<file path="config.mk">
export PLATFORM = sky130hd
export DESIGN_NAME = regulator_control_regs
export DESIGN_NICKNAME = d
export VERILOG_FILES = /design/src/hw/regulator_pkg.sv /design/src/hw/regulator_control_regs.sv
export VERILOG_INCLUDE_DIRS = /design/src /design/src/hw
export SDC_FILE = /design/constraint.sdc
export NUM_CORES = 1
export LEC_CHECK = 0
export BUFFER_PORTS_ARGS = -buffer_cell sky130_fd_sc_hd__clkbuf_2
export CORE_UTILIZATION = 40
export DETAILED_ROUTE_END_ITERATION = 10
export MAX_ROUTING_LAYER = met4
export PLACE_DENSITY = 0.69
export SYNTH_ARGS = -nofsm -noshare
export SYNTH_HDL_FRONTEND = slang
export SYNTH_SLANG_ARGS = --single-unit
</file>
<file path="constraint.sdc">
create_clock -name clk -period 1.9 [get_ports clk]
set_clock_uncertainty 0.2 [all_clocks]
set_input_delay 0.19 -clock clk [delete_from_list [all_inputs] [get_ports clk]]
set_output_delay 0.19 -clock clk [all_outputs]
set_load 0.05 [all_outputs]
</file>
<file path="src/hw/regulator_map.svh">
// Register indices, field positions, reset values of the regulator bank
`ifndef REGULATOR_MAP_SVH
`define REGULATOR_MAP_SVH

// ------------------------------------------------------------
// Register indices (byte address is four times the index)
// ------------------------------------------------------------
`define IDX_PREV_SLEEP_CTRL  16'h407c
`define IDX_MAIN_CTRL        16'h407d
`define IDX_ACTIVE_CTRL      16'h407e
`define IDX_SLEEP_CTRL       16'h407f
`define IDX_IRQ_STATUS       16'h4090
`define IDX_IRQ_MASK         16'h4091
`define ADDR_W               18

// ------------------------------------------------------------
// Field positions
// ------------------------------------------------------------
`define F_ERR_ACT_HI   15
`define F_ERR_ACT_LO   14
`define F_HWC_SRC_HI   12
`define F_HWC_SRC_LO   11
`define F_HWC_VPICK    10
`define F_HWC_MODE_HI  9
`define F_HWC_MODE_LO  8
`define F_FLOAT        7
`define F_SLOT_HI      15
`define F_SLOT_LO      13
`define F_OP_MODE      8
`define F_VOLT_HI      4
`define F_VOLT_LO      0
`define IRQ_UV         0
`define IRQ_SHUTDOWN   1
`define IRQ_BITS       2

// ------------------------------------------------------------
// Reset values and writable masks
// ------------------------------------------------------------
`define RST_PREV_SLEEP 16'h0000
`define RST_MAIN       16'h0200
`define RST_ACTIVE     16'h0000
`define RST_SLEEP      16'h0100
`define WMASK_PREV     16'h001f
`define WMASK_MAIN     16'hdf80
`define WMASK_ACTIVE   16'he11f
`define WMASK_SLEEP    16'he11f

`endif

</file>
<file path="src/hw/regulator_pkg.sv">
// Types shared by the regulator control bank
package regulator_pkg;
    typedef enum logic [1:0] {
        ERR_IGNORE,
        ERR_REG_OFF,
        ERR_SYS_RESET,
        ERR_RESERVED
    } err_action_t;

    typedef enum logic [1:0] {
        HWC_LP_A,
        HWC_OFF,
        HWC_LP_B,
        HWC_FOLLOW
    } hwc_state_t;

    typedef enum {
        ST_OFF,
        ST_ACTIVE,
        ST_SLEEP,
        ST_FAULT
    } reg_state_t;
endpackage : regulator_pkg

</file>
<file path="src/hw/regulator_control_regs.sv">
// Control register bank and state logic for one linear regulator
//
// Functional notes
// - Undervoltage action: 00 ignore, 01 regulator off, 10 system reset
// - Every undervoltage fault raises the interrupt, whatever the action
// - Hardware control source bits 12:11: off, input 1, input 2, either
// - Under hardware control bit 10 picks active or sleep voltage code
// - Hardware control state bits 9:8: low power, off, follow mode
// - Bit 7: discharge output when disabled, or leave it floating
// - Start-up slot 000 never enables; 001..101 enable in slots 1..5
// - Slot codes 110/111 hand enable to hardware enable input 1/2
// - Active mode bit 8: normal or low-power while active
// - Active voltage code bits 4:0, two-segment linear encoding
// - Preceding regulator sleep voltage code bits 4:0, reset zero
// - Sleep slot picks sleep transition or disable timeslot
// - With hardware enable, codes 001..101 pick sleep entry slot
`include "regulator_map.svh"
`timescale 1ns/1ps
`default_nettype none

module regulator_control_regs
    import regulator_pkg::*;
(
    input  wire logic                 clk,
    input  wire logic                 nrst,
    // Avalon-MM slave
    input  wire logic [`ADDR_W-1:0]   avs_address,
    input  wire logic                 avs_read,
    input  wire logic                 avs_write,
    input  wire logic [31:0]          avs_writedata,
    input  wire logic [3:0]           avs_byteenable,
    output logic [31:0]               avs_readdata,
    output logic                      avs_waitrequest,
    output logic [1:0]                avs_response,
    // Pins from outside the clock domain
    input  wire logic                 hw_ctrl_in1,
    input  wire logic                 hw_ctrl_in2,
    input  wire logic                 hw_enable_in1,
    input  wire logic                 hw_enable_in2,
    input  wire logic                 uv_fault,
    // Power sequencer, same clock
    input  wire logic [2:0]           seq_slot,
    input  wire logic                 seq_up,
    input  wire logic                 seq_down,
    input  wire logic                 seq_sleep,
    // Analogue regulator and system
    output logic                      reg_enable,
    output logic                      reg_low_power,
    output logic [4:0]                reg_volt_code,
    output logic                      reg_float,
    output logic [4:0]                prev_sleep_volt_code,
    output logic                      system_reset_req,
    output logic                      irq
);

    // ------------------------------------------------------------
    // Registers
    // ------------------------------------------------------------
    logic [15:0]          prev_sleep_ctrl;
    logic [15:0]          regulator_main_ctrl;
    logic [15:0]          regulator_active_ctrl;
    logic [15:0]          sleep_ctrl;
    logic [`IRQ_BITS-1:0] irq_status;
    logic [`IRQ_BITS-1:0] irq_mask;
    logic                 ack;
    reg_state_t           state;
    reg_state_t           next_state;

    // ------------------------------------------------------------
    // Pin synchronisers
    // ------------------------------------------------------------
    logic [4:0] sync_a;
    logic [4:0] sync_b;
    logic       uv_seen;

    // Two flops on every pin; sync_b and the uv_seen edge flop feed logic
    always_ff @(posedge clk or negedge nrst) begin
        if (!nrst) begin
            sync_a  <= 5'h00;
            sync_b  <= 5'h00;
            uv_seen <= 1'b0;
        end else begin
            sync_a  <= {uv_fault, hw_enable_in2, hw_enable_in1,
                        hw_ctrl_in2, hw_ctrl_in1};
            sync_b  <= sync_a;
            uv_seen <= sync_b[4];
        end
    end

    wire hc1      = sync_b[0];
    wire hc2      = sync_b[1];
    wire hen1     = sync_b[2];
    wire hen2     = sync_b[3];
    wire uv_level = sync_b[4];
    wire uv_rise  = uv_level & ~uv_seen;

    // ------------------------------------------------------------
    // Field decode
    // ------------------------------------------------------------
    wire [1:0] uv_error_action   =
        regulator_main_ctrl[`F_ERR_ACT_HI:`F_ERR_ACT_LO];
    wire [1:0] hw_control_source =
        regulator_main_ctrl[`F_HWC_SRC_HI:`F_HWC_SRC_LO];
    wire       hw_control_volt_pick = regulator_main_ctrl[`F_HWC_VPICK];
    wire [1:0] hw_control_state  =
        regulator_main_ctrl[`F_HWC_MODE_HI:`F_HWC_MODE_LO];
    wire       output_float_on_disable = regulator_main_ctrl[`F_FLOAT];
    wire [2:0] active_enable_slot =
        regulator_active_ctrl[`F_SLOT_HI:`F_SLOT_LO];
    wire       active_op_mode = regulator_active_ctrl[`F_OP_MODE];
    wire [4:0] active_volt_code =
        regulator_active_ctrl[`F_VOLT_HI:`F_VOLT_LO];
    wire [2:0] sleep_exit_slot = sleep_ctrl[`F_SLOT_HI:`F_SLOT_LO];
    wire       sleep_op_mode   = sleep_ctrl[`F_OP_MODE];
    wire [4:0] sleep_volt_code = sleep_ctrl[`F_VOLT_HI:`F_VOLT_LO];

    // Slot code 1..5 means a real sequencer timeslot
    function automatic logic is_timeslot(input logic [2:0] code);
        is_timeslot = (code != 3'h0) && (code <= 3'h5);
    endfunction : is_timeslot

    // Hardware enable assignment; no start-up or power-down slot applies then
    wire hen_assigned = active_enable_slot[2] & active_enable_slot[1];
    wire hen_level    = active_enable_slot[0] ? hen2 : hen1;
    wire up_hit = seq_up & is_timeslot(active_enable_slot) &
                  (seq_slot == active_enable_slot);

    // Sleep slot decode: transition slot and whether to disable
    logic [2:0] sleep_slot_num;
    logic       sleep_disables;
    always_comb begin
        sleep_slot_num = 3'h5;
        sleep_disables = 1'b0;
        case (sleep_exit_slot)
            3'h0: sleep_slot_num = 3'h5;
            3'h6: sleep_slot_num = 3'h3;
            3'h7: sleep_slot_num = 3'h1;
            default: begin
                sleep_slot_num = 3'h6 - sleep_exit_slot;
                sleep_disables = ~hen_assigned;
            end
        endcase
    end

    wire sleep_hit = (seq_sleep | seq_down) & (seq_slot == sleep_slot_num);
    wire down_off  = seq_down & is_timeslot(active_enable_slot) &
                     (seq_slot == (3'h6 - active_enable_slot));
    wire uv_off    = uv_rise & (uv_error_action == ERR_REG_OFF);
    wire uv_sys    = uv_rise & (uv_error_action == ERR_SYS_RESET);

    // ------------------------------------------------------------
    // Regulator state
    // ------------------------------------------------------------
    // Fault shutdown holds until the next start-up slot
    always_comb begin
        next_state = state;
        case (state)
            ST_OFF: begin
                if (hen_assigned) begin
                    if (hen_level)
                        next_state = ST_ACTIVE;
                end else if (up_hit) begin
                    next_state = ST_ACTIVE;
                end
            end
            ST_ACTIVE: begin
                if (hen_assigned && !hen_level)
                    next_state = ST_OFF;
                else if (sleep_hit)
                    next_state = sleep_disables ? ST_OFF : ST_SLEEP;
                else if (down_off)
                    next_state = ST_OFF;
            end
            ST_SLEEP: begin
                if (up_hit || (hen_assigned && hen_level && seq_up))
                    next_state = ST_ACTIVE;
                else if (seq_down && !seq_sleep && sleep_hit)
                    next_state = ST_OFF;
            end
            ST_FAULT: begin
                if (up_hit || (hen_assigned && hen_level && seq_up))
                    next_state = ST_ACTIVE;
            end
            default: next_state = ST_OFF;
        endcase
        if (uv_off)
            next_state = ST_FAULT;
    end

    always_ff @(posedge clk or negedge nrst) begin
        if (!nrst)
            state <= ST_OFF;
        else
            state <= next_state;
    end

    // ------------------------------------------------------------
    // Output selection
    // ------------------------------------------------------------
    // Hardware control overrides only while the regulator is enabled
    wire hwc_on = (hw_control_source[0] & hc1) |
                  (hw_control_source[1] & hc2);
    wire seq_on = (state == ST_ACTIVE) | (state == ST_SLEEP);
    wire in_sleep = (state == ST_SLEEP);

    wire [4:0] seq_volt = in_sleep ? sleep_volt_code : active_volt_code;
    wire       seq_lp   = in_sleep ? sleep_op_mode : active_op_mode;
    wire [4:0] hwc_volt = hw_control_volt_pick ? sleep_volt_code
                                               : active_volt_code;
    wire       hwc_lp   = (hw_control_state == HWC_FOLLOW) ?
                          active_op_mode : 1'b1;
    wire       hwc_kill = (hw_control_state == HWC_OFF);

    wire       use_hwc    = seq_on & hwc_on;
    wire       next_en    = seq_on & ~(use_hwc & hwc_kill);
    wire       next_lp    = use_hwc ? hwc_lp : seq_lp;
    wire [4:0] next_volt  = use_hwc ? hwc_volt : seq_volt;

    // Analogue controls come from flops
    always_ff @(posedge clk or negedge nrst) begin
        if (!nrst) begin
            reg_enable       <= 1'b0;
            reg_low_power    <= 1'b0;
            reg_volt_code    <= 5'h00;
            reg_float        <= 1'b0;
            system_reset_req <= 1'b0;
        end else begin
            reg_enable       <= next_en;
            reg_low_power    <= next_lp;
            reg_volt_code    <= next_volt;
            reg_float        <= output_float_on_disable;
            system_reset_req <= uv_sys;
        end
    end

    always_comb prev_sleep_volt_code = prev_sleep_ctrl[4:0];

    // ------------------------------------------------------------
    // Bus decode
    // ------------------------------------------------------------
    function automatic logic hit(input logic [`ADDR_W-1:0] a,
                                 input logic [15:0] idx);
        hit = (a == {idx, 2'b00});
    endfunction : hit

    wire req      = avs_read | avs_write;
    wire take     = req & ~ack;
    wire wr       = take & avs_write;
    wire sel_prev = hit(avs_address, `IDX_PREV_SLEEP_CTRL);
    wire sel_main = hit(avs_address, `IDX_MAIN_CTRL);
    wire sel_act  = hit(avs_address, `IDX_ACTIVE_CTRL);
    wire sel_slp  = hit(avs_address, `IDX_SLEEP_CTRL);
    wire sel_ist  = hit(avs_address, `IDX_IRQ_STATUS);
    wire sel_imk  = hit(avs_address, `IDX_IRQ_MASK);
    wire mapped   = sel_prev | sel_main | sel_act | sel_slp |
                    sel_ist | sel_imk;
    wire [15:0] be_mask = {{8{avs_byteenable[1]}}, {8{avs_byteenable[0]}}};
    wire [15:0] wdata   = avs_writedata[15:0];

    function automatic logic [15:0] merge(input logic [15:0] old,
                                          input logic [15:0] nv,
                                          input logic [15:0] m);
        merge = (old & ~m) | (nv & m);
    endfunction : merge

    wire [15:0] rd_mux =
        sel_prev ? prev_sleep_ctrl :
        sel_main ? regulator_main_ctrl :
        sel_act  ? regulator_active_ctrl :
        sel_slp  ? sleep_ctrl :
        sel_ist  ? {14'h0000, irq_status} :
        sel_imk  ? {14'h0000, irq_mask} : 16'h0000;

    // One wait state per access; answer flops ride with ack
    assign avs_waitrequest = req & ~ack;

    always_ff @(posedge clk or negedge nrst) begin
        if (!nrst) begin
            ack          <= 1'b0;
            avs_readdata <= 32'h0000_0000;
            avs_response <= 2'b00;
        end else begin
            ack <= take;
            if (take) begin
                avs_readdata <= {16'h0000, rd_mux};
                avs_response <= mapped ? 2'b00 : 2'b11;
            end
        end
    end

    // ------------------------------------------------------------
    // Control registers
    // ------------------------------------------------------------
    // Write masks keep reserved and omitted bits at zero
    always_ff @(posedge clk or negedge nrst) begin
        if (!nrst) begin
            prev_sleep_ctrl       <= `RST_PREV_SLEEP;
            regulator_main_ctrl   <= `RST_MAIN;
            regulator_active_ctrl <= `RST_ACTIVE;
            sleep_ctrl            <= `RST_SLEEP;
            irq_mask              <= {`IRQ_BITS{1'b0}};
        end else if (wr) begin
            if (sel_prev)
                prev_sleep_ctrl <= merge(prev_sleep_ctrl, wdata,
                                         be_mask & `WMASK_PREV);
            if (sel_main)
                regulator_main_ctrl <= merge(regulator_main_ctrl, wdata,
                                             be_mask & `WMASK_MAIN);
            if (sel_act)
                regulator_active_ctrl <= merge(regulator_active_ctrl, wdata,
                                               be_mask & `WMASK_ACTIVE);
            if (sel_slp)
                sleep_ctrl <= merge(sleep_ctrl, wdata,
                                    be_mask & `WMASK_SLEEP);
            if (sel_imk && avs_byteenable[0])
                irq_mask <= wdata[`IRQ_BITS-1:0];
        end
    end

    // ------------------------------------------------------------
    // Interrupts
    // ------------------------------------------------------------
    // Set beats write-one-to-clear in the same cycle
    wire [`IRQ_BITS-1:0] irq_set = {uv_off, uv_rise};
    wire [`IRQ_BITS-1:0] irq_clr =
        (wr && sel_ist && avs_byteenable[0]) ?
        wdata[`IRQ_BITS-1:0] : {`IRQ_BITS{1'b0}};

    always_ff @(posedge clk or negedge nrst) begin
        if (!nrst)
            irq_status <= {`IRQ_BITS{1'b0}};
        else
            irq_status <= (irq_status & ~irq_clr) | irq_set;
    end

    assign irq = |(irq_status & irq_mask);

endmodule : regulator_control_regs

`default_nettype wire

</file>
# Word-level counts from Yosys, hierarchy flattened
# Index checks and enable logic that the tools add are counted.
dict set report classes {
  n_addsub 2
  multipliers 0
  div 0
  order_cmp 1
  n_eq_ne 25
  shifts 0
  mux 29
  bitwise_logic 47
  reduce_logical 23
}
# op n
set ops {}
lappend ops {{$mux 32} 10}
lappend ops {{$pmux 32 s4} 1}
lappend ops {{$eq 18x17->1 const B} 6}
lappend ops {{$and 16x16->16} 6}
lappend ops {{$eq 32x2->1 const B} 3}
lappend ops {{$mux 16} 4}
lappend ops {{$or 16x16->16} 4}
lappend ops {{$eq 32x1->1 const B} 1}
lappend ops {{$eq 32x3->1 const B} 1}
lappend ops {{$logic_not 32->1} 1}
lappend ops {{$not 16->16} 2}
lappend ops {{$and 1x1->1} 16}
lappend ops {{$and 16x5->16} 1}
lappend ops {{$not 5->16} 1}
lappend ops {{$mux 5} 3}
lappend ops {{$ne 4x4->1 const B} 3}
lappend ops {{$mux 2} 5}
lappend ops {{$reduce_and 2->1} 5}
lappend ops {{$eq 3x3->1} 3}
lappend ops {{$logic_and 1x1->1} 9}
lappend ops {{$or 1x1->1} 9}
lappend ops {{$pmux 3 s3} 1}
lappend ops {{$eq 3x3->1 const B} 2}
lappend ops {{$sub 3x3->3 const A} 2}
lappend ops {{other kinds (17)} 28}
dict set report totals {
  register_bits 139
  latch_bits 0
  ramBits 0
  romBits 0
  in_bits 69
  output_inout_bits 50
  word_cells 145
  n_memories 0
}

# Longest topological paths before layout
# Gate-level depths: netlist of run 1.
dict set report depth {
  ltp_word 9
  mapped_depth 8
  ltp_nobuf 8
}

# Worst setup path after synthesis of run 1
# Ideal clock, no wire load.
dict set report synth_path {
  kind {reg2reg}
  from {reg with a tool-made name}
  to {reg state[1]}
  setup_ps 126
  arrival_time_ps 1802
  required_time_ps 1574
  slack_ps -229
  path_stages_with_launch 9
  n_path_buf 0
  synth_period_minus_slack_ps 2129
  cell_sequence {dfrtp_1 -> inv_1 -> ha_1 -> nor2_1 -> a31oi_1 -> xor2_1 -> nor4_1 -> o21ai_1 -> a221o_1}
}
# item line
set synth_lines {}
lappend synth_lines {{end signal: assignment} regulator_control_regs.sv:194} ;# state <= next_state;
lappend synth_lines {{end: declaration} regulator_control_regs.sv:66} ;# reg_state_t state;

==> out/qor.csv, run 1 <==
metric;value;unit
status;finished, violations left;
violations;negative setup slack;
areaGrowthSynthToFinish;36.2;%
fin_nets;537;
grt_pass1_wl;13300;um
clkLatencyLatePin;0.34;ns
cts_root_buf;clkbuf_8;
ios;119;
period_share;116;%
portBuffers;80;
maxSlewViolCount;0;
p_per_area;754;nW/um2
worstPathRequired;1.92;ns
fin_tns_setup;-0.589;ns
wl_per_cell;14.4;um
drc;0;
gr-usage-all-layers;18.5;%
place_area;4360;um2
layout_common_cells;clkbuf_2, dfrtp_1, buf_4;
end_kind;flip-flop;
fp.dieH;97.0;um
cp-start-kind;flip-flop;
layout_commonest_cell;clkbuf_2;
vdd_drop_max;402;uV
final_cell_area;4910;um2
synthArstFlopShare;100;%
placed_cells;530;
synth_ff_type;dfrtp_1;
num_rows;34;
antenna_found_initial;0;
multiInputGateArea;1750;um2
finalCriticalPeriod;2.21;ns
hold_path_class;primary input to flip-flop;
syn_avg_cell_area;11.6;um2
synth_cell_type_count;52;
setup-violations-final;2;
nFillCells;742;
routabilityCongestion;0.784;
dr_total_vias;2835;
grt_max_degree;52;
ant_nets;0;
finish.utilization;56.3;%
rsz0062_at_grt;true;
hold_violations;0;
synth_edf_count;0;
cts_tree;yes;
hpwl;6140;um
maxCapViolCount;0;
register_area;1830;um2
core-area;8720;um2
crit_arrival;2.23;ns
first_pass_iters;4;
grt_pass1_vias;2767;
globalRouteOverflowTotal;0;
start_util;41.4;%
die_area;9400;um2
critical_path.max_fanout;5;
via_per_inst;4.96;
numCtsBuffers;9;
numClockSinks;73;
netlist_area;3610;um2
ys_warn_count;0;
cts.path.max_buffers;2;
crit_type;flip-flop to flip-flop;
fin_cells;571;
h-tree-depth;3;
synthCells;311;
seq_area_frac_synth;50.7;%
max_freq;453;MHz
diodes;0;
die_x;97.0;um
p_leak;2.48;nW
setup_ws;-0.309;ns
ys_ff_latch;73;
wirelength;8240;um
cts.clk_slew.worst_paths;0.07;ns
drt_iter0_drc;98;
drive_gt1_share;46.0;%
what timing repair did:
action                                 CTS  global route
setup endpoints to repair                8             7
hold buffers                            22             0
setup buffers                            1             2
pin swaps                                3             6
endpoints found under the hold margin  113             0
resized for setup                       11            15
worst paths after layout:
kind	cells past startpoint	start	end	slack (ns)
min	5	avs_address[8]	avs_response[0]	0.11
max reg2reg	8	flip-flop	state[1]	-0.31
min in group asynchronous	3	nrst	async pin	0.18
max in group asynchronous	3	nrst	async pin	0.79
min reg2reg	0	sync_a[0]	sync_b[0]	0.15
max	8	flip-flop	state[1]	-0.31
report_power, final:
part / internal [mW] / switching [mW] / total (mW)
sequential: 1.61 / 0.0317 / 1.64
combinational: 0.383 / 0.549 / 0.933
clock: 0.581 / 0.545 / 1.13
total: 2.58 / 1.13 / 3.70
routing by layer:
layer,vias to the layer above,wire length (um),GRT usage (%)
li1,1357,-,-
met1,1370,3710,23.7
met2,98,4070,29.8
met3,10,359,2.46
met4,0,102,7.35
met5,-,0,-
cells in the mapped netlist, types with 2 or more instances:
| cell type | instances | area (um2) |
|---|---|---|
| a22o_1 | 3 | 26.3 |
| xor2_1 | 6 | 52.6 |
| and2_1 | 2 | 12.5 |
| a211oi_1 | 2 | 15.0 |
| o21ai_0 | 19 | 95.1 |
| mux2i_1 | 3 | 30.0 |
| a21o_1 | 2 | 15.0 |
| a21oi_1 | 6 | 30.0 |
| dfrtp_1 | 71 | 1780 |
| nor4_4 | 2 | 42.5 |
| xnor2_1 | 2 | 17.5 |
| nor3_1 | 3 | 15.0 |
| a22oi_1 | 7 | 52.6 |
| mux2_1 | 2 | 22.5 |
| nand2_1 | 33 | 124 |
| nand2b_1 | 3 | 18.8 |
| mux2_2 | 37 | 417 |
| clkbuf_1 | 4 | 15.0 |
| nand4_1 | 2 | 12.5 |
| ha_1 | 10 | 125 |
| a31oi_1 | 4 | 25.0 |
| and3_1 | 2 | 12.5 |
| nor2_1 | 12 | 45.0 |
| mux2_4 | 5 | 75.1 |
| nor2b_1 | 4 | 25.0 |
| buf_4 | 20 | 150 |
| nand3_1 | 5 | 25.0 |
| a41oi_1 | 2 | 17.5 |
| inv_1 | 12 | 45.0 |
| nor4b_1 | 3 | 26.3 |
| dfstp_2 | 2 | 52.6 |
worst max-delay path, cell delays in order (launching register included):
cell	delay (ns)
dfrtp_2	0.46
inv_2	0.09
ha_4	0.22
o21bai_4	0.14
a21oi_4	0.08
xnor2_2	0.15
nor4_2	0.33
o21ai_1	0.14
a221o_1	0.30
final cells by class:
class	instances	share of cell area, %
clock buffers	14	3.51
clock inverters	2	0.255
inverters	12	0.968
well taps	108	2.75
multi-input cells	217	35.6
repair buffers	145	19.7
flip-flops and latches	73	37.3
kinds of logic after synthesis:
| family | Yosys count | synth area share, % |
|---|---|---|
| simple gates | 81 | 13.2 |
| flops | 73 | 50.7 |
| compound gates | 53 | 9.43 |
| mux | 47 | 15.1 |
| buf+inv | 38 | 6.07 |
| fa+ha+maj | 10 | 3.47 |
| xor+xnor | 8 | 1.94 |
| other cells | 1 | 0.104 |
metrics by stage:
step	setup WS, ns	hold slack, ns	power, mW
2_1_floorplan	-0.165	-0.306	2.20
3_3_place_gp	-0.205	-0.183	2.49
3_5_place_dp	-0.343	-0.184	2.51
4_1_cts	-0.216	0.104	3.72
5_1_grt	-0.385	0.132	3.89
6_report	-0.309	0.114	3.70
(Power assumes the default switching activity.)
==> run 2: changes to the inputs <==
- ABC_AREA: not set -> 1
- PLACE_DENSITY: 0.69 -> 0.68
==> out/qor.csv, run 2 <==
metric;value;unit;change
status;finished clean;;
fin_cells;746;;+31%
gr-usage-all-layers;20.9;%;+2.4 points
fp.dieH;101;um;+3.8%
met2_length;4960;um;+22%
hpwl;7210;um;+17%
ant_nets;0;;unchanged
synth.most_common_cell;nand2_1;;
synth_cell_type_count;39;;-25%
period_share;99.8;%;-16 points
grt_max_degree;74;;+42%
place_worst_setup_slack;-0.0602;ns;+0.282 ns
critical_path.max_fanout;5;;unchanged
max_freq;527;MHz;+16%
synth_common_cells;nand2_1, dfrtp_1, inv_1;;
layout_common_cells;nand2_1, clkbuf_2, dfrtp_1;;
grt_pass1_vias;3459;;+25%
yosys-top-cells-area;dfrtp_1, nand2_1, inv_1;;
netlist_area;3890;um2;+7.9%
worstPathRequired;1.94;ns;+0.02 ns
grt_pass1_wl;15900;um;+19%
dr_total_vias;3542;;+25%
first_pass_iters;4;;unchanged
antenna_found_initial;0;;unchanged
routabilityCongestion;0.833;;+6.3%
crit_type;flip-flop to flip-flop;;
fin_nets;691;;+29%
layout_commonest_cell;nand2_1;;
hold_path_class;primary input to flip-flop;;
ys_warn_count;0;;unchanged
maxSlewViolCount;0;;unchanged
numCtsBuffers;9;;unchanged
portBuffers;80;;unchanged
numClockSinks;73;;unchanged
setup_ws;0.00316;ns;+0.312 ns
ios;119;;unchanged
holdPathStages;5;;unchanged
diodes;0;;unchanged
setup-violations-final;0;;-2
p_leak;2.55;nW;+3.1%
core-area;9330;um2;+7.0%
cts_tree;yes;;
start_util;41.7;%;+0.35 points
fin_tns_setup;0;ns;+0.589 ns
h-tree-depth;3;;unchanged
crit_arrival;1.94;ns;-0.29 ns
syn_avg_cell_area;8.17;um2;-30%
rrSetupSlack;0.003;ns;+0.31 ns
synth_edf_count;0;;unchanged
drive_gt1_share;28.2;%;-18 points
areaGrowthSynthToFinish;30.3;%;
hold_violations;0;;unchanged
seq_area_frac_synth;47.0;%;-3.7 points
drt_iter0_drc;213;;+120%
clkLatencyLatePin;0.36;ns;+0.02 ns
nFillCells;897;;+21%
vdd_drop_max;515;uV;+28%
cts.clk_slew.worst_paths;0.09;ns;+0.02 ns
cp-start-kind;flip-flop;;
wirelength_met1;4130;um;+11%
synth_area_leader_cell;dfrtp_1;;
num_rows;35;;+2.9%
wirelength;9590;um;+16%
synthCells;476;;+53%
die_area;10100;um2;+7.7%
rsz0062_at_grt;true;;
maxCapViolCount;0;;unchanged
placed_cells;704;;+33%
ys_ff_latch;73;;unchanged
reg2reg_depth;12;;+4
holdCritStartpoint;avs_byteenable[0];;
cts_root_buf;clkbuf_8;;
via_per_inst;4.75;;-4.4%
p_per_area;747;nW/um2;-0.87%
drc;0;;unchanged
yosys.area.top_type_share;45.7;%;-3.6 points
end_kind;flip-flop;;
wl_per_cell;12.9;um;-11%
met3_length;341;um;-5.0%
top_layer_used;met4;;
cts.path.max_buffers;2;;unchanged
globalRouteOverflowTotal;0;;unchanged
synthArstFlopShare;100;%;unchanged
synth_ff_type;dfrtp_1;;
die_x;101;um;+3.8%
reg2reg_to;state[0];;
finalCriticalPeriod;1.90;ns;-0.312 ns
-- run 2: per-layer routing --
layer / global-route usage (%) / vias to the layer above
li1: - / 1766
met1: 24.8 / 1680
met2: 35.7 / 83
met3: 3.61 / 13
met4: 7.36 / 0
met5: - / -
-- run 2: report_power, final --
part | switching [mW] | leakage [nW] | internal [mW]
clock | 0.658 | 0.0848 | 0.496
sequential | 0.0416 | 0.855 | 1.63
combinational | 0.666 | 1.62 | 0.292
-- run 2: logic make-up (layout without fill, tap and decap cells) --
group           after synthesis  after routing  share of synthesized area (%)
compound gates               81             81                           11.8
fa+ha+maj                    10             10                           3.22
buf+inv                      97            221                           11.4
flops                        73             73                           47.0
mux                           5              5                           1.83
other cells                   1             18                         0.0964
simple gates                209            209                           24.7
-- run 2: cell type report --
| type | instances | area (um2) | area share (%) |
|---|---|---|---|
| Multi-Input combinational cell | 323 | 1750 | 34.5 |
| Clock inverter | 7 | 60.1 | 1.18 |
| Inverter | 73 | 283 | 5.58 |
| Sequential cell | 73 | 1830 | 36.1 |
| Clock buffer | 9 | 124 | 2.44 |
| Timing Repair Buffer | 132 | 860 | 17.0 |
| Tap cell | 129 | 161 | 3.18 |
-- run 2: stage by stage --
step | hold slack [ns] | util (%) | area [um2] | total power, mW
2_1_floorplan | -0.306 | - | 3960 | 2.35
3_3_place_gp | 0.0451 | 48.9 | 4560 | 2.56
3_5_place_dp | 0.0511 | 48.9 | 4560 | 2.58
4_1_cts | 0.0401 | 53.1 | 4950 | 3.76
5_1_grt | 0.0831 | 54.3 | 5070 | 4.00
6_report | 0.0676 | 54.3 | 5070 | 3.79
-- run 2: how the worst max path moves through the flow --
stage | start | to | cells past startpoint
floorplan | flip-flop | state[0] | 12
global placement | flip-flop | state[0] | 12
detailed placement | flip-flop | state[0] | 12
CTS | flip-flop | state[0] | 12
global route | flip-flop | state[0] | 12
finish | flip-flop | state[0] | 12
-- run 2: critical path, stage by stage, from the launching register on --
cell	delay (ns)
dfrtp_2	0.48
ha_2	0.22
o21ai_2	0.17
buf_4	0.14
nand4_1	0.07
nand2_1	0.07
nor2_1	0.04
nand2_1	0.07
nand2_2	0.08
nand2_2	0.08
nand2_2	0.05
nand2_1	0.07
nand2_1	0.05
-- run 2: timing repair --
item / in CTS / in global routing
setup endpoints to repair: 3 / 12
pin swaps: 0 / 8
hold endpoints to repair: 111 / 0
hold buffers: 20 / 0
buffers inserted: 0 / 6
resized for setup: 3 / 22
